### config.mk
export PLATFORM = sky130hd
export DESIGN_NAME = dps_phase_sequencer
export DESIGN_NICKNAME = d
export VERILOG_FILES = /design/src/include/dps_pkg.sv /design/src/core/dps_byte_store.sv /design/src/core/dps_phase_sequencer.sv
export SDC_FILE = /design/constraint.sdc
export NUM_CORES = 1
export LEC_CHECK = 0
export ABC_AREA = 0
export ABC_CLOCK_PERIOD_IN_PS = 3600
export BUFFER_PORTS_ARGS = -buffer_cell sky130_fd_sc_hd__buf_2
export CAP_MARGIN = 25
export CORE_MARGIN = 2
export CORE_UTILIZATION = 54
export CTS_BUF_LIST = sky130_fd_sc_hd__clkbuf_8
export DETAILED_ROUTE_END_ITERATION = 8
export GPL_TIMING_DRIVEN = 1
export PLACE_DENSITY = 0.75
export SYNTH_ARGS = -nofsm -noshare
export SYNTH_HDL_FRONTEND = slang
export SYNTH_HIERARCHICAL = 1
export SYNTH_SLANG_ARGS = --single-unit
### constraint.sdc
create_clock -name ref_clk -period 3.6 [get_ports ref_clk]
set_input_delay 0.36 -clock ref_clk [delete_from_list [all_inputs] [get_ports ref_clk]]
set_output_delay 0.36 -clock ref_clk [all_outputs]
set_load 0.05 [all_outputs]
### src/include/dps_pkg.sv
// constants for the disk controller phase sequencer
// assumes one 40 MHz clock and the plain host register port
package dps_pkg;

    // host port select: 0 main status, 1 data
    localparam logic       STATUS_ADDR     = 1'h0;
    localparam logic       DATA_ADDR       = 1'h1;

    // main status bit positions
    localparam int         MSR_SERVICE_BIT = 7;
    localparam int         MSR_DIR_BIT     = 6;
    localparam int         MSR_NONDMA_BIT  = 5;
    localparam int         MSR_BUSY_BIT    = 4;

    // opcode layout
    localparam int         OPC_MT_BIT      = 7;
    localparam int         OPC_DD_BIT      = 6;
    localparam int         OPC_SK_BIT      = 5;
    localparam logic [4:0] OPC_READ        = 5'h06;
    localparam logic [4:0] OPC_READ_DEL    = 5'h0C;
    localparam logic [4:0] OPC_WRITE       = 5'h05;

    // second command byte layout
    localparam int         HEAD_SEL_BIT    = 2;
    localparam logic [7:0] UNIT_BYTE_MASK  = 8'h07;

    // command bytes: opcode, unit, C, H, R, N, final sector, gap, length
    localparam int         CMD_BYTES       = 9;
    localparam logic [3:0] CMD_LAST_IDX    = 4'h8;
    localparam logic [3:0] CYL_IDX         = 4'h2;

    // result lengths and codes
    localparam logic [2:0] RES_LEN_READ    = 3'h7;
    localparam logic [2:0] RES_LEN_INVALID = 3'h1;
    localparam logic [2:0] RES_ID_START    = 3'h3;
    localparam logic [7:0] STAT_INVALID    = 8'h80;
    localparam logic [7:0] BYTE_RESET      = 8'h00;

    // nominal byte spacing in double density
    localparam int         BYTE_PERIOD_NS  = 13000;
    localparam int         CLK_PERIOD_NS   = 25;
    localparam int         BYTE_PERIOD_CYC = BYTE_PERIOD_NS / CLK_PERIOD_NS;

    typedef enum logic [1:0] {
        ST_CMD,
        ST_EXEC,
        ST_RESULT
    } dps_phase_t;

endpackage : dps_pkg

### src/core/dps_byte_store.sv
// flip-flop store for the command bytes, one entry per byte
// assumes writes come one at a time from the phase sequencer
`timescale 1ns/10ps
`default_nettype none
module dps_byte_store (
    // clock and reset
    input  wire logic       ref_clk,
    input  wire logic       rst,
    // write side
    input  wire logic       wrEn,
    input  wire logic [3:0] wrIdx,
    input  wire logic [7:0] wrData,
    // read side
    input  wire logic [3:0] rdIdx,
    output logic      [7:0] rdData
);

    logic [7:0] entry_q [dps_pkg::CMD_BYTES];
    logic [7:0] entry_d [dps_pkg::CMD_BYTES];

    genvar i;
    generate
        for (i = 0; i < dps_pkg::CMD_BYTES; i++) begin : g_entry
            always_comb begin
                entry_d[i] = entry_q[i];
                if (wrEn && (wrIdx == 4'(i))) begin
                    entry_d[i] = wrData;
                end
            end

            always_ff @(posedge ref_clk) begin
                if (rst) begin
                    entry_q[i] <= dps_pkg::BYTE_RESET;
                end else begin
                    entry_q[i] <= entry_d[i];
                end
            end
        end
    endgenerate

    always_comb begin
        rdData = dps_pkg::BYTE_RESET;
        if (rdIdx < 4'(dps_pkg::CMD_BYTES)) begin
            rdData = entry_q[rdIdx];
        end
    end

endmodule : dps_byte_store
`default_nettype wire

### src/core/dps_phase_sequencer.sv
// command, execution and result phase sequencer of a disk controller
// assumes host strobes are one-cycle pulses synchronous to ref_clk
//
// How it works
// - non-DMA read raises interrupt per byte
// - data read clears interrupt, returns byte
// - write command: data write clears interrupt
// - non-DMA mode: status bit 7 mirrors per-byte request
// - transfer continues until transfer end input
// - DMA mode: no execution phase interrupts
// - DMA request raised per ready byte
// - acknowledge low drops DMA request
// - transfer end raises result interrupt
// - first result read clears interrupt
// - all result bytes read before new command
// - status bytes only in result phase
// - last command byte starts execution
//
// Chosen here: the plain strobed port and the register offsets.
`timescale 1ns/10ps
`default_nettype none
module dps_phase_sequencer (
    // clock and reset
    input  wire logic       ref_clk,
    input  wire logic       rst,
    // host register port
    input  wire logic       hostAddr,
    input  wire logic [7:0] hostWrData,
    input  wire logic       hostWr,
    input  wire logic       hostRd,
    output logic      [7:0] hostRdData,
    // interrupt and mode
    input  wire logic       nonDmaMode,
    output logic            intrOut,
    // dma handshake
    output logic            dmaReqOut,
    input  wire logic       dmaAckInN,
    input  wire logic       transferEndInput,
    // media side data
    input  wire logic       diskByteValid,
    input  wire logic [7:0] diskByte,
    input  wire logic       diskByteNeed,
    output logic      [7:0] diskWrByte,
    output logic            diskWrValid,
    // media side status
    input  wire logic [7:0] resultStatusA,
    input  wire logic [7:0] resultStatusB,
    input  wire logic [7:0] resultStatusC,
    output logic            busyOut
);

    dps_pkg::dps_phase_t phase_q, phase_d;
    logic [3:0] cmdIdx_q, cmdIdx_d;
    logic [2:0] resIdx_q, resIdx_d;
    logic [2:0] resLen_q, resLen_d;
    logic       isWrite_q, isWrite_d;
    logic       byteReady_q, byteReady_d;
    logic [7:0] dataHold_q, dataHold_d;
    logic [7:0] statA_q, statA_d;
    logic [7:0] statB_q, statB_d;
    logic [7:0] statC_q, statC_d;
    logic       intr_q, intr_d;
    logic       dmaReq_q, dmaReq_d;
    logic [7:0] rdData_q, rdData_d;
    logic [7:0] wrByte_q, wrByte_d;
    logic       wrValid_q, wrValid_d;
    logic       busy_q, busy_d;

    logic       dataSel;
    logic       dataRd;
    logic       dataWr;
    logic       storeWr;
    logic [3:0] storeRdIdx;
    logic [7:0] storeRdData;
    logic [7:0] statusByte;
    logic [7:0] resultByte;

    dps_byte_store u_store (
        .ref_clk (ref_clk),
        .rst     (rst),
        .wrEn    (storeWr),
        .wrIdx   (cmdIdx_q),
        .wrData  (hostWrData),
        .rdIdx   (storeRdIdx),
        .rdData  (storeRdData)
    );

    // dma acknowledge selects the data register regardless of address
    assign dataSel = (hostAddr == dps_pkg::DATA_ADDR) || !dmaAckInN;
    assign dataRd  = hostRd && dataSel;
    assign dataWr  = hostWr && dataSel;
    assign storeWr = (phase_q == dps_pkg::ST_CMD) && dataWr;

    // result id bytes echo the stored cylinder, head, sector, size
    assign storeRdIdx = dps_pkg::CYL_IDX + {1'b0, resIdx_q - dps_pkg::RES_ID_START};

    always_comb begin
        statusByte = 8'h00;
        case (phase_q)
            dps_pkg::ST_CMD: begin
                statusByte[dps_pkg::MSR_SERVICE_BIT] = 1'b1;
            end
            dps_pkg::ST_EXEC: begin
                statusByte[dps_pkg::MSR_SERVICE_BIT] = nonDmaMode && byteReady_q;
                statusByte[dps_pkg::MSR_DIR_BIT]     = !isWrite_q;
                statusByte[dps_pkg::MSR_NONDMA_BIT]  = nonDmaMode;
                statusByte[dps_pkg::MSR_BUSY_BIT]    = 1'b1;
            end
            dps_pkg::ST_RESULT: begin
                statusByte[dps_pkg::MSR_SERVICE_BIT] = 1'b1;
                statusByte[dps_pkg::MSR_DIR_BIT]     = 1'b1;
                statusByte[dps_pkg::MSR_BUSY_BIT]    = 1'b1;
            end
            default: begin
                statusByte = 8'h00;
            end
        endcase
    end

    always_comb begin
        case (resIdx_q)
            3'h0:    resultByte = statA_q;
            3'h1:    resultByte = statB_q;
            3'h2:    resultByte = statC_q;
            default: resultByte = storeRdData;
        endcase
    end

    always_comb begin
        phase_d     = phase_q;
        cmdIdx_d    = cmdIdx_q;
        resIdx_d    = resIdx_q;
        resLen_d    = resLen_q;
        isWrite_d   = isWrite_q;
        byteReady_d = byteReady_q;
        dataHold_d  = dataHold_q;
        statA_d     = statA_q;
        statB_d     = statB_q;
        statC_d     = statC_q;
        intr_d      = intr_q;
        dmaReq_d    = dmaReq_q;
        rdData_d    = dps_pkg::BYTE_RESET;
        wrByte_d    = wrByte_q;
        wrValid_d   = 1'b0;
        busy_d      = busy_q;

        // main status is readable in every phase
        if (hostRd && !dataSel) begin
            rdData_d = statusByte;
        end

        case (phase_q)
            dps_pkg::ST_CMD: begin
                // busy from the opcode byte until the last result byte
                busy_d = (cmdIdx_q != 4'h0);
                if (dataWr) begin
                    cmdIdx_d = cmdIdx_q + 4'h1;
                    if (cmdIdx_q == 4'h0) begin
                        busy_d = 1'b1;
                        case (hostWrData[4:0])
                            dps_pkg::OPC_READ,
                            dps_pkg::OPC_READ_DEL: begin
                                isWrite_d = 1'b0;
                            end
                            dps_pkg::OPC_WRITE: begin
                                isWrite_d = 1'b1;
                            end
                            default: begin
                                // unknown opcode answers one status byte
                                phase_d  = dps_pkg::ST_RESULT;
                                resIdx_d = 3'h0;
                                resLen_d = dps_pkg::RES_LEN_INVALID;
                                statA_d  = dps_pkg::STAT_INVALID;
                                cmdIdx_d = 4'h0;
                            end
                        endcase
                    end else if (cmdIdx_q == dps_pkg::CMD_LAST_IDX) begin
                        phase_d     = dps_pkg::ST_EXEC;
                        byteReady_d = 1'b0;
                        cmdIdx_d    = 4'h0;
                    end
                end
            end

            dps_pkg::ST_EXEC: begin
                busy_d = 1'b1;
                // clears first, so a new byte in the same cycle wins
                if (!dmaAckInN) begin
                    dmaReq_d = 1'b0;
                end
                if (!isWrite_q && dataRd && byteReady_q) begin
                    rdData_d    = dataHold_q;
                    byteReady_d = 1'b0;
                    intr_d      = 1'b0;
                end
                if (isWrite_q && dataWr && byteReady_q) begin
                    wrByte_d    = hostWrData;
                    wrValid_d   = 1'b1;
                    byteReady_d = 1'b0;
                    intr_d      = 1'b0;
                end
                if ((!isWrite_q && diskByteValid) || (isWrite_q && diskByteNeed)) begin
                    if (!isWrite_q) begin
                        dataHold_d = diskByte;
                    end
                    byteReady_d = 1'b1;
                    if (nonDmaMode) begin
                        intr_d = 1'b1;
                    end else begin
                        dmaReq_d = 1'b1;
                    end
                end
                if (!nonDmaMode) begin
                    intr_d = 1'b0;
                end
                // sectors keep flowing until the transfer end input
                if (transferEndInput) begin
                    phase_d     = dps_pkg::ST_RESULT;
                    resIdx_d    = 3'h0;
                    resLen_d    = dps_pkg::RES_LEN_READ;
                    statA_d     = resultStatusA;
                    statB_d     = resultStatusB;
                    statC_d     = resultStatusC;
                    intr_d      = 1'b1;
                    dmaReq_d    = 1'b0;
                    byteReady_d = 1'b0;
                end
            end

            dps_pkg::ST_RESULT: begin
                busy_d   = 1'b1;
                dmaReq_d = 1'b0;
                // writes are ignored until every result byte is read
                if (dataRd) begin
                    rdData_d = resultByte;
                    intr_d   = 1'b0;
                    if (resIdx_q == resLen_q - 3'h1) begin
                        phase_d  = dps_pkg::ST_CMD;
                        resIdx_d = 3'h0;
                        busy_d   = 1'b0;
                    end else begin
                        resIdx_d = resIdx_q + 3'h1;
                    end
                end
            end

            default: begin
                phase_d = dps_pkg::ST_CMD;
            end
        endcase
    end

    always_ff @(posedge ref_clk) begin
        if (rst) begin
            phase_q     <= dps_pkg::ST_CMD;
            cmdIdx_q    <= 4'h0;
            resIdx_q    <= 3'h0;
            resLen_q    <= 3'h0;
            isWrite_q   <= 1'b0;
            byteReady_q <= 1'b0;
            dataHold_q  <= dps_pkg::BYTE_RESET;
            statA_q     <= dps_pkg::BYTE_RESET;
            statB_q     <= dps_pkg::BYTE_RESET;
            statC_q     <= dps_pkg::BYTE_RESET;
            intr_q      <= 1'b0;
            dmaReq_q    <= 1'b0;
            rdData_q    <= dps_pkg::BYTE_RESET;
            wrByte_q    <= dps_pkg::BYTE_RESET;
            wrValid_q   <= 1'b0;
            busy_q      <= 1'b0;
        end else begin
            phase_q     <= phase_d;
            cmdIdx_q    <= cmdIdx_d;
            resIdx_q    <= resIdx_d;
            resLen_q    <= resLen_d;
            isWrite_q   <= isWrite_d;
            byteReady_q <= byteReady_d;
            dataHold_q  <= dataHold_d;
            statA_q     <= statA_d;
            statB_q     <= statB_d;
            statC_q     <= statC_d;
            intr_q      <= intr_d;
            dmaReq_q    <= dmaReq_d;
            rdData_q    <= rdData_d;
            wrByte_q    <= wrByte_d;
            wrValid_q   <= wrValid_d;
            busy_q      <= busy_d;
        end
    end

    assign hostRdData  = rdData_q;
    assign intrOut     = intr_q;
    assign dmaReqOut   = dmaReq_q;
    assign diskWrByte  = wrByte_q;
    assign diskWrValid = wrValid_q;
    assign busyOut     = busy_q;

endmodule : dps_phase_sequencer
`default_nettype wire

# Yosys cells after proc, flatten, opt, wreduce, memory -nomap -nowiden
# Memories as Yosys holds them, arrays and structs flattened.
# Index checks and enable logic that the tools add are counted.
[word_totals]
in_bits = 50
ramBits = 72
reg_bits = 66
mem_count = 1
[memory_table]
columns = ["memory", "words", "word_bits", "rd", "rd_ports_with_merged_regs", "write_ports", "line_no", "source"]
rows = [
  ["u_store.entry_q", 9, 8, 1, 0, 9, "dps_byte_store.sv:18", "logic [7:0] entry_q [dps_pkg::CMD_BYTES];"],
]
[op_classes]
n_reduce_logical = 57
order_cmp = 1
n_bitwise = 11
muxes = 83
n_addsub = 5
n_eq_ne = 37
[ops]
columns = ["operator", "count"]
rows = [
  ["two-way mux 8 bit", 26],
  ["case mux 8 bit (2 select lines)", 2],
  ["two-way mux 3 bit", 10],
  ["two-way mux 1 bit", 24],
  ["case mux 8 bit (3 select lines)", 1],
  ["AND reduction 2 bit", 12],
  ["logical AND 1 bit", 20],
  ["equality test 4 x 3 -> 1 bit, second input constant", 4],
  ["two-way mux 2 bit", 7],
  ["two-way mux 4 bit", 3],
  ["!= test 2 bit, second input constant", 6],
  ["case mux 1 bit (2 select lines)", 6],
  ["AND reduction 6 bit", 2],
  ["equality test 5 x 3 -> 1 bit, second input constant", 2],
  ["AND reduction 5 bit", 2],
  ["!= test 1 bit, second input constant", 9],
  ["OR 1 bit", 9],
  ["case mux 3 bit (3 select lines)", 1],
  ["equality test 4 x 2 -> 1 bit, second input constant", 2],
  ["OR reduction 2 bit", 4],
  ["!= test 6 bit, second input constant", 1],
  ["case mux 2 bit (3 select lines)", 1],
  ["case mux 3 bit (2 select lines)", 1],
  ["AND reduction 3 bit", 2],
  ["other kinds (30)", 37],
]

# Longest topological paths before layout
# Gate-level depths: netlist (run 1).
[logic_depth]
word_depth = 11
ltp_mapped = 11
ltp_nobuf = 9

# Hierarchy
# The synthesis (run 1) kept the hierarchy.
[modules_own_cells]
columns = ["mod", "seq_area_each_um2", "area_per_inst_um2", "n_inst", "cells_each"]
rows = [
  ["dps_byte_store", 2162.1, 3432.0, 1, 240],
  ["dps_phase_sequencer", 1301.2, 3105.5, 1, 367],
]

# Least setup slack after synthesis (run 1)
# OpenSTA, ideal clock, no wires.
[synth_timing]
kind = "flip-flop to flip-flop"
startpoint = "reg resIdx_q[0]"
endpoint = "reg rdData_q[7] (netlist: hostRdData[7])"
n_path_buf = 1
path_stages_with_launch = 11
slack_ns = 1.108
t_required_ns = 3.509
arrival_time_ns = 2.401
setup_ns = 0.091
cell_sequence = "dfxtp_1 > inv_1 > ha_1 > ha_1 > clkbuf_1 > nor4b_2 > nand2_1 > o31ai_1 > a21oi_1 > o32a_1 > a311oi_1"
[synth_between]
elab_chain_len = 7
elab_cells_between_ends = 11
[synth_rtl]
columns = ["item", "line_no", "source"]
rows = [
  ["from (decl)", "dps_phase_sequencer.sv:54", "logic [2:0] resIdx_q, resIdx_d;"],
  ["from (signal assigned)", "dps_phase_sequencer.sv:274", "resIdx_q <= resIdx_d;"],
  ["subtractor 3 x 2 -> 3 bit (*)", "dps_phase_sequencer.sv:95", "assign storeRdIdx = dps_pkg::CYL_IDX + {1'b0, resIdx_q - dps_pkg::RES_ID_START};"],
  ["adder 2 x 3 -> 4 bit (*)", "dps_phase_sequencer.sv:95", ""],
  ["net storeRdIdx[0]", "dps_phase_sequencer.sv:73", "logic [3:0] storeRdIdx;"],
  ["memory (9 x 8 bit) / less-than comparator 4 bit (equally long branches)", "--", ""],
  ["two-way mux 8 bit (*)", "dps_byte_store.sv:43", "if (rdIdx < 4'(dps_pkg::CMD_BYTES)) begin"],
  ["net storeRdData[7]", "dps_phase_sequencer.sv:74", "logic [7:0] storeRdData;"],
  ["case mux 8 bit (3 select lines) (*)", "dps_phase_sequencer.sv:121", "case (resIdx_q)"],
  ["two-way mux 8 bit (*)", "dps_phase_sequencer.sv:234", "if (dataRd) begin"],
  ["case mux 8 bit (2 select lines) (*)", "dps_phase_sequencer.sv:152", "case (phase_q)"],
  ["to (signal assigned)", "dps_phase_sequencer.sv:267", "rdData_q <= dps_pkg::BYTE_RESET;"],
  ["to (signal assigned)", "dps_phase_sequencer.sv:284", "rdData_q <= rdData_d;"],
  ["to (decl)", "dps_phase_sequencer.sv:64", "logic [7:0] rdData_q, rdData_d;"],
]
# Mark *: on every way through the listed nets, which the timed path passes. The rest lies on a longest branch.
# A chain may end at the register's enable or synchronous reset.

# Worst setup path in the final report (run 1)
# Same ends and word-level chain as after synthesis.

==> flow_summary.yaml, run 1 <==
drt:
  drtIter0Drc: 558
  vias_per_cell: 5.80
  finalWirelength_mm: 15.3
  vias: 4869
  ant_nets: 0
  drtPass1Iterations: 6
  wl_per_cell_microns: 18.2
  drc_errors: 0
setup_path:
  critPathLaunch: "resIdx_q[0]"
  path_max_fanout: 11
  r2r_slack_ns: 0.81
  crit_required_ns: 3.94
  crit_type: "flip-flop to flip-flop"
  cp-end-kind: "flip-flop"
  worstPathArrival_ns: 3.13
  reg2reg_from: "resIdx_q[0]"
  crit_path_start_kind: "flip-flop"
global_routing:
  antenna_found_initial: 0
  grt_pass1_wl_mm: 24.0
  grt_pass1_vias: 4672
  grt.total_usage_pct: 24.4
  use_met2_pct: 39.9
  use_met3_pct: 6.48
  gr-total-overflow: 0
  grt_max_degree: 39
  gr-max-usage-layer: "met2"
  grt_util_met1_pct: 31.9
logic_synthesis:
  synth-simple-area-share_pct: 20.6
  ys_async_sr_fraction_pct: 0
  syn-cell-area_sq_um: 6540
  synth_top_area_share_pct: 33.1
  synth_top_family_by_area: "simple AND/OR/NAND/NOR gates"
  synth_nets: 670
  yosys.area_share.xor_xnor_pct: 0.670
  ys_seq_area_share_pct: 53.0
  synth_edf_count: 72
  syn_area_per_cell_sq_um: 10.8
  synth_area_leaders: "edfxtp_1, dfxtp_1, and2_1"
  synth_fa_ha_area_share_pct: 2.49
  synth-seq-cells: 137
  synthMuxAreaShare_pct: 9.13
  synth_top_area_cell: "edfxtp_1"
  ys_warn_count: 6
  synth-compound-area-share_pct: 11.3
  yosys.cell_types.count: 61
  syn_inst: 607
  synthFlopType: "edfxtp_1"
sta:
  worst_pin_slew_ns: 0.692
  fin_tns_setup_ns: 0
  min_period_ns: 2.79
  maxSlewViolCount: 0
  hold_viol_final: 0
  fin_worst_skew_ns: 0.00956
  max_freq_mhz: 359
  setup_viol: 0
  rsz0062_at_grt: "false"
  slew_headroom_pct: 53.5
  period_share_pct: 77.4
die:
  ios: 70
  rows: 40
  die_w_microns: 114
  dieArea_sq_um: 13000
  core-area_sq_um: 11900
  start_util_pct: 54.9
  die_y_microns: 114
final_layout:
  diodes: 0
  nFillCells: 982
  fin_nets: 743
  area_delta_synth_final_pct: 12.6
  drive_gt1_share_pct: 19.9
  fin_area_sq_um: 7360
run:
  max_cap_violations: 0
pwr:
  p_leak_nw: 2.97
  ir_worst_vdd_v: 0.000349
  p_per_area_nw_per_um2: 466
  power_mw: 3.43
placed_design:
  io_buffers: 69
  place_area_sq_um: 7010
  dp_hpwl_mm: 11.0
  gp_congestion: 0.936
clock_tree:
  htreeDepth: 4
  clk_path_buf_depth: 2
  cts_hold_buf: 0
  cts_made_buffers: 17
  path_clk_slew_ns: 0.08
  clk_latency_ns: 0.44
  cts_resized: 0
  postCtsSetupBuffers: 0
  numClockSinks: 137
  root_buffer: "clkbuf_8"
  cts_tree: "done"
status:
  outcome: "completed"
min_path:
  hp-start: "resultStatusA[0]"
  hp-class: "input port to flip-flop"
## kinds of logic (layout without fill, tap and decap cells)
group	after synthesis	in the layout
and+or+nand+nor	251	251
DFF	137	137
AOI/OAI and AO/OA	111	111
muxes	48	48
buffers and inverters	42	128
adders and majority gates	13	13
xor gates and xnor gates	5	5
## worst max-delay path, cell delays in order, from the launching register on
cell and delay (ns):
dfxtp_1 0.43, inv_1 0.09, ha_1 0.34, ha_1 0.44
nor4b_2 0.60, nand2_1 0.12, o31ai_1 0.12, a21oi_1 0.11
o32a_1 0.18, a311oi_1 0.27
## worst paths after layout
kind / cells after the start / to
worst min-delay path: 2 / statA_q[0]
worst min register to register: 2 / statC_q[5]
worst max-delay path: 9 / hostRdData[7]
worst max register to register: 9 / hostRdData[7]
## through the flow
stage	utilization [%]	setup WS, ns	hold slack (ns)	cells
5_1_grt	61.8	0.576	0.109	840
3_3_place_gp	58.8	1.01	0.442	806
3_5_place_dp	58.8	0.843	0.448	806
2_1_floorplan	-	1.11	0.436	607
6_report	61.8	0.814	0.132	840
4_1_cts	61.7	0.810	0.115	838
## cell usage after synthesis, types with 4 or more instances
cell type  instances
nand2b_1          10
a2bb2oi_1          5
nor3b_1            4
clkbuf_1          17
nand2_1           65
a31oi_1            4
o31ai_1           10
a21oi_1           40
ha_1              13
a22o_1             7
mux4_2             8
or3_1              4
dfxtp_1           65
o21ai_0           10
nor2b_1            9
xnor2_1            4
edfxtp_1          72
nor2_1            46
nand3_1            5
mux2_2            12
inv_1             15
buf_1              4
mux2i_1           27
o22ai_1            9
and2_1            76
a222oi_1           8
nor3_1             9
## layout by cell type, fill, tap and decap left out, types with 5 or more instances in the layout
cell	netlist	routed
nor2_1	46	46
o22ai_1	9	9
dfxtp_1	65	65
clkinv_2	0	5
a2bb2oi_1	5	5
nand2_1	65	65
edfxtp_1	72	72
nor2b_1	9	9
buf_2	2	70
mux4_2	8	8
o21ai_0	10	10
o31ai_1	10	10
nand3_1	5	5
mux2_2	12	12
and2_1	76	76
a222oi_1	8	8
nor3_1	9	9
ha_1	13	13
a21oi_1	40	40
nand2b_1	10	10
inv_1	15	17
buf_4	0	9
a22o_1	7	7
clkbuf_8	0	17
mux2i_1	27	27
## cell type report
class	instances	area (sq um)	share of cell area, %
Tap cell	147	184	2.50
Inverter	16	60.1	0.816
Clock buffer	17	234	3.18
Clock inverter	15	111	1.51
Timing Repair Buffer	80	423	5.74
Sequential cell	137	3460	47.0
Multi-Input combinational cell	428	2890	39.2
## per-layer routing
layer / vias to the layer above / part of all wire, %
met4: 0 / 1.3
met2: 180 / 49
met1: 2335 / 43
met3: 18 / 6.9
met5: - / 0
li1: 2336 / -
## power breakdown
| group | internal, mW | switching (mW) | total, mW |
|---|---|---|---|
| Sequential | 1.70 | 0.0256 | 1.72 |
| Clock | 0.532 | 0.567 | 1.10 |
| Combinational | 0.234 | 0.375 | 0.609 |
| Total | 2.46 | 0.967 | 3.43 |
## registers in the layout, summed over array words and instances (netlist names), 3 cells and up
| register | count |
|---|---|
| dataHold_q | 8 |
| hostRdData | 8 |
| diskWrByte | 8 |
| statA_q | 8 |
| statC_q | 8 |
| u_store/entry_q | 72 |
| cmdIdx_q | 4 |
| resIdx_q | 3 |
| statB_q | 8 |
Power figures use the tool's default switching activity.
==> inputs of run 2 (changes only) <==
- ABC_CLOCK_PERIOD_IN_PS: 3600 -> 2700
- clock period: 3.6 -> 2.7 ns (I/O delays scaled with it)
==> run 2 against run 1 <==
Against the previous run: register-to-register slack worse by 0.65 ns; sequential power up 34%; cell count up 0.83%; final area up 0.85%; die area unchanged; utilization up 0.53 points; maximum frequency up 10%; sequential share of layout area down 0.40 points; clock power up 36%; worst setup slack worse by 0.65 ns; critical path depth unchanged; critical path type unchanged; highest routed layer unchanged.
==> flow_summary.yaml, run 2 (same netlist as run 1, synthesis figures left out) <==
sta:
  hold-worst-slack_ns: 0.0269
  timing.final.ws_setup_ns: 0.166
  slew_headroom_pct: 57.6
  period_share_pct: 93.8
  maxSlewViolCount: 0
  max_freq_mhz: 395
  hold_viol_final: 0
  worst_pin_slew_ns: 0.635
  fin_tns_setup_ns: 0
  fin_worst_skew_ns: 0.0102
  setup_viol: 0
  rsz0062_at_grt: "false"
  min_period_ns: 2.53
setup_path:
  path_max_fanout: 11
  crit_required_ns: 3.07
  reg2reg_from: "resIdx_q[0]"
  cp-end-kind: "flip-flop"
  crit_path_start_kind: "flip-flop"
  crit_type: "flip-flop to flip-flop"
  r2r_slack_ns: 0.17
  r2r_end: "hostRdData[7]"
  rr_worst_depth: 9
  worstPathArrival_ns: 2.90
final_layout:
  fin_cells: 847
  top_register: "u_store/entry_q"
  diodes: 0
  area_delta_synth_final_pct: 13.6
  largest_reg_flops: 72
  drive_gt1_share_pct: 20.1
  nFillCells: 931
  final_cell_mix: "and2_1, edfxtp_1, buf_2, nand2_1, dfxtp_1"
  final_util_pct: 62.3
  fin_nets: 750
  layout_commonest_cell: "and2_1"
clock_tree:
  root_buffer: "clkbuf_8"
  clk_latency_ns: 0.46
  numClockSinks: 137
  htreeDepth: 4
  postCtsSetupBuffers: 0
  cts_made_buffers: 17
  cts_tree: "done"
  clk_path_buf_depth: 2
  cts_resized: 0
  cts_hold_buf: 0
  path_clk_slew_ns: 0.07
global_routing:
  grt_max_degree: 35
  grt_pass1_wl_mm: 24.6
  gr-total-overflow: 0
  antenna_found_initial: 0
  grt_pass1_vias: 4801
  grt.total_usage_pct: 24.6
placed_design:
  dp_hpwl_mm: 11.0
  dp_cells: 815
  gp_congestion: 0.893
  dpl_worst_slack_ns: 0.225
  io_buffers: 69
die:
  die_w_microns: 114
  rows: 40
  core-area_sq_um: 11900
  start_util_pct: 54.9
  die_y_microns: 114
  ios: 70
  dieArea_sq_um: 13000
drt:
  drc_errors: 0
  drtIter0Drc: 654
  finalWirelength_mm: 15.5
  drtPass1Iterations: 8
  ant_nets: 0
  vias_per_cell: 5.91
  vias: 5010
  wl_per_cell_microns: 18.4
min_path:
  hold_end: "statA_q[5]"
  hp-start: "resultStatusA[5]"
  min_path_cells: 2
  hp-class: "input port to flip-flop"
pwr:
  p_per_area_nw_per_um2: 623
  ir_worst_vdd_v: 0.000327
  p_leak_nw: 3.04
run:
  max_cap_violations: 0
status:
  outcome: "completed"
[run 2: changes by cell type in the layout (fill, tap and decap cells not counted), sizes merged]
cell | before | now
buf | 79 | 87
inv | 20 | 24
clkbuf | 18 | 20
clkinvlp | 2 | 0
clkinv | 8 | 3
[run 2: critical path, stage by stage (launching register included)]
cell	delay [ns]
dfxtp_1	0.43
inv_1	0.08
ha_1	0.33
inv_1	0.35
or2_2	0.26
o22ai_1	0.09
o31ai_1	0.34
a21oi_1	0.11
o32a_1	0.19
a311oi_1	0.25
[run 2: how the worst max path moves through the flow]
stage,startpoint,to,slack [ns],cells past startpoint
global placement,hostAddr,u_store/entry_q[3][2],0.31,8
global route,cmdIdx_q[0],statA_q[1],0.03,7
finish,resIdx_q[0],hostRdData[7],0.17,9
floorplan,resIdx_q[0],hostRdData[7],0.21,10
detailed placement,resIdx_q[0],hostRdData[7],0.23,9
CTS,resIdx_q[0],hostRdData[7],0.21,9
[run 2: metrics by stage]
step                power, mW  cell area [sq um]
floorplan                2.90               6540
global placement         3.14               7080
detailed placement       3.16               7080
CTS                      4.64               7430
global route             4.79               7430
finish                   4.63               7430
[run 2: final cells by class]
cell class              instances  area (sq um)  area share [%]
well taps                     147           184            2.48
clock inverters                12          75.1            1.01
clock buffers                  20           275            3.71
multi-input cells             428          2890            38.9
repair buffers                 87           480            6.47
inverters                      16          60.1           0.809
flip-flops and latches        137          3460            46.6
[run 2: metal layers]
| metal | routed length, microns | global-route usage (%) | share of wire (%) |
|---|---|---|---|
| met5 | 0 | 0 | 0 |
| met4 | 267 | 8.62 | 1.7 |
| met3 | 1140 | 6.75 | 7.3 |
| met2 | 7450 | 40.1 | 48 |
| met1 | 6690 | 31.9 | 43 |
[run 2: where the power goes]
part,switching [mW],leakage (nW),internal (mW)
Sequential,0.0363,1.27,2.26
Clock,0.732,0.212,0.768
Combinational,0.503,1.55,0.323
Total,1.27,3.04,3.35
==> inputs of run 3 (changes only) <==
- ABC_CLOCK_PERIOD_IN_PS: 2700 -> 2040
- CORE_UTILIZATION: 54 -> 53
- CTS_BUF_LIST: sky130_fd_sc_hd__clkbuf_8 -> not set
- PLACE_DENSITY: 0.75 -> 0.77
- clock period: 2.7 -> 2.04 ns (I/O delays scaled with it)
==> run 3 against run 2 <==
Against the previous run: the flow now finishes with violations (setup timing); final area grew 13%; combinational power grew 85%; worst setup slack lost 0.26 ns; critical path type unchanged; total power grew 63%; utilization grew 7.4 points; routed wire length grew 13%; maximum frequency grew 19%; largest cell class unchanged; global-route usage grew 2.9 points; sequential power grew 33%.
==> flow_summary.yaml, run 3 (same netlist as run 1, synthesis figures left out) <==
die:
  start_util_pct: 54.4
  die_w_microns: 115
  dieArea_sq_um: 13200
  die_y_microns: 115
  ios: 70
  core-area_sq_um: 12000
  rows: 40
drt:
  wirelength_met1_mm: 7.32
  drtIter0Drc: 638
  vias: 5235
  routed.top_layer: "met4"
  wl_per_cell_microns: 19.5
  finalWirelength_mm: 17.5
  vias_per_cell: 5.82
  ant_nets: 0
  wl_met3_mm: 1.25
  wl_met2_mm: 8.44
  drtPass1Iterations: 5
  drc_errors: 0
pwr:
  power_mw: 7.55
  p_leak_nw: 3.45
  ir_worst_vdd_v: 0.000758
  p_per_area_nw_per_um2: 901
sta:
  timing.final.ws_setup_ns: -0.0953
  maxSlewViolCount: 0
  hold-worst-slack_ns: 0.0112
  period_share_pct: 105
  rsz0062_at_grt: "true"
  hold_viol_final: 0
  setup_viol: 8
  slew_headroom_pct: 64.3
  min_period_ns: 2.14
  fin_tns_setup_ns: -0.502
  fin_worst_skew_ns: 0.00975
  max_freq_mhz: 468
  worst_pin_slew_ns: 0.533
setup_path:
  critPathLaunch: "resIdx_q[1]"
  crit_type: "flip-flop to flip-flop"
  max_stage_delay_ns: 0.37
  path_max_fanout: 5
  crit_family: "compound AO/OA/AOI/OAI gates"
  cpMostUsedCell: "ha_4"
  crit_slowest_cell: "dfxtp_4"
  worstPathArrival_ns: 2.45
  crit_path_start_kind: "flip-flop"
  path_cells: "ha_4 -> xnor2_4 -> ha_4 -> nand2b_4 -> o22ai_2 -> o31ai_2 -> a21oi_1 -> o32a_1 -> a311oi_1"
  reg2reg_from: "resIdx_q[1]"
  cp_num_buf_inv: 0
  crit_required_ns: 2.35
  cp-end-kind: "flip-flop"
placed_design:
  dpl_worst_slack_ns: -0.171
  dp_cells: 858
  place_area_sq_um: 7490
  gp_congestion: 0.929
  dp_hpwl_mm: 12.1
  io_buffers: 69
clock_tree:
  clk_latency_ns: 0.41
  htreeDepth: 4
  path_clk_slew_ns: 0.06
  root_buffer: "clkbuf_16"
  cts_made_buffers: 17
  numClockSinks: 137
  cts_tree: "done"
  clk_path_buf_depth: 2
final_layout:
  fin_cells: 899
  fin_area_sq_um: 8380
  drive_gt1_share_pct: 32.4
  final_cell_mix: "and2_1, edfxtp_1, buf_2, nand2_1, dfxtp_1"
  largest_reg_flops: 72
  final_util_pct: 69.8
  diodes: 0
  area_delta_synth_final_pct: 28.2
  top_register: "u_store/entry_q"
  layout_commonest_cell: "and2_1"
  fin_nets: 802
run:
  max_cap_violations: 0
status:
  outcome: "finished, violations left"
  violations: "setup timing"
global_routing:
  grt_max_degree: 37
  grt_pass1_wl_mm: 27.6
  gr-total-overflow: 0
  grt_pass1_vias: 5205
  grt.total_usage_pct: 27.5
  antenna_found_initial: 0
min_path:
  hp-class: "input port to flip-flop"
  hp-start: "resultStatusA[4]"
## run 3: worst paths after layout
check                        to  slack (ns)  depth (start not counted)
hold / removal       statA_q[4]        0.01                          2
setup / recovery  hostRdData[7]        -0.1                          9
hold reg to reg         busyOut        0.45                          2
setup reg to reg  hostRdData[7]        -0.1                          9
## run 3: what timing repair did
item | CTS | global route
hold buffers | 3 | 0
hold endpoints to repair | 3 | 0
pin swaps | 18 | 12
gates resized for setup | 29 | 25
endpoints found under the setup margin | 51 | 80
setup buffers | 6 | 1
## run 3: worst register-to-register path, cell delays in order, from the launching register on
cell,delay (ns)
dfxtp_4,0.37
ha_4,0.18
xnor2_4,0.13
ha_4,0.32
nand2b_4,0.16
o22ai_2,0.09
o31ai_2,0.25
a21oi_1,0.09
o32a_1,0.18
a311oi_1,0.27
## run 3: routing by layer
| metal | track usage, % | vias up |
|---|---|---|
| li1 | - | 2463 |
| met1 | 35.4 | 2482 |
| met2 | 44.6 | 245 |
| met3 | 6.80 | 45 |
| met4 | 11.5 | 0 |
| met5 | 0 | - |
## run 3: layout make-up
class / instances / area (sq um)
clock buffers: 17 / 425
clock inverters: 15 / 150
fillers: 828 / 3630
inverters: 16 / 65.1
multi-input cells: 428 / 3160
flip-flops and latches: 137 / 3470
well taps: 147 / 184
repair buffers: 139 / 926
## run 3: where the power goes
| group | switching, mW | total, mW | internal (mW) |
|---|---|---|---|
| Sequential | 0.0459 | 3.05 | 3.00 |
| Clock | 1.18 | 2.97 | 1.80 |
| Combinational | 0.828 | 1.53 | 0.705 |
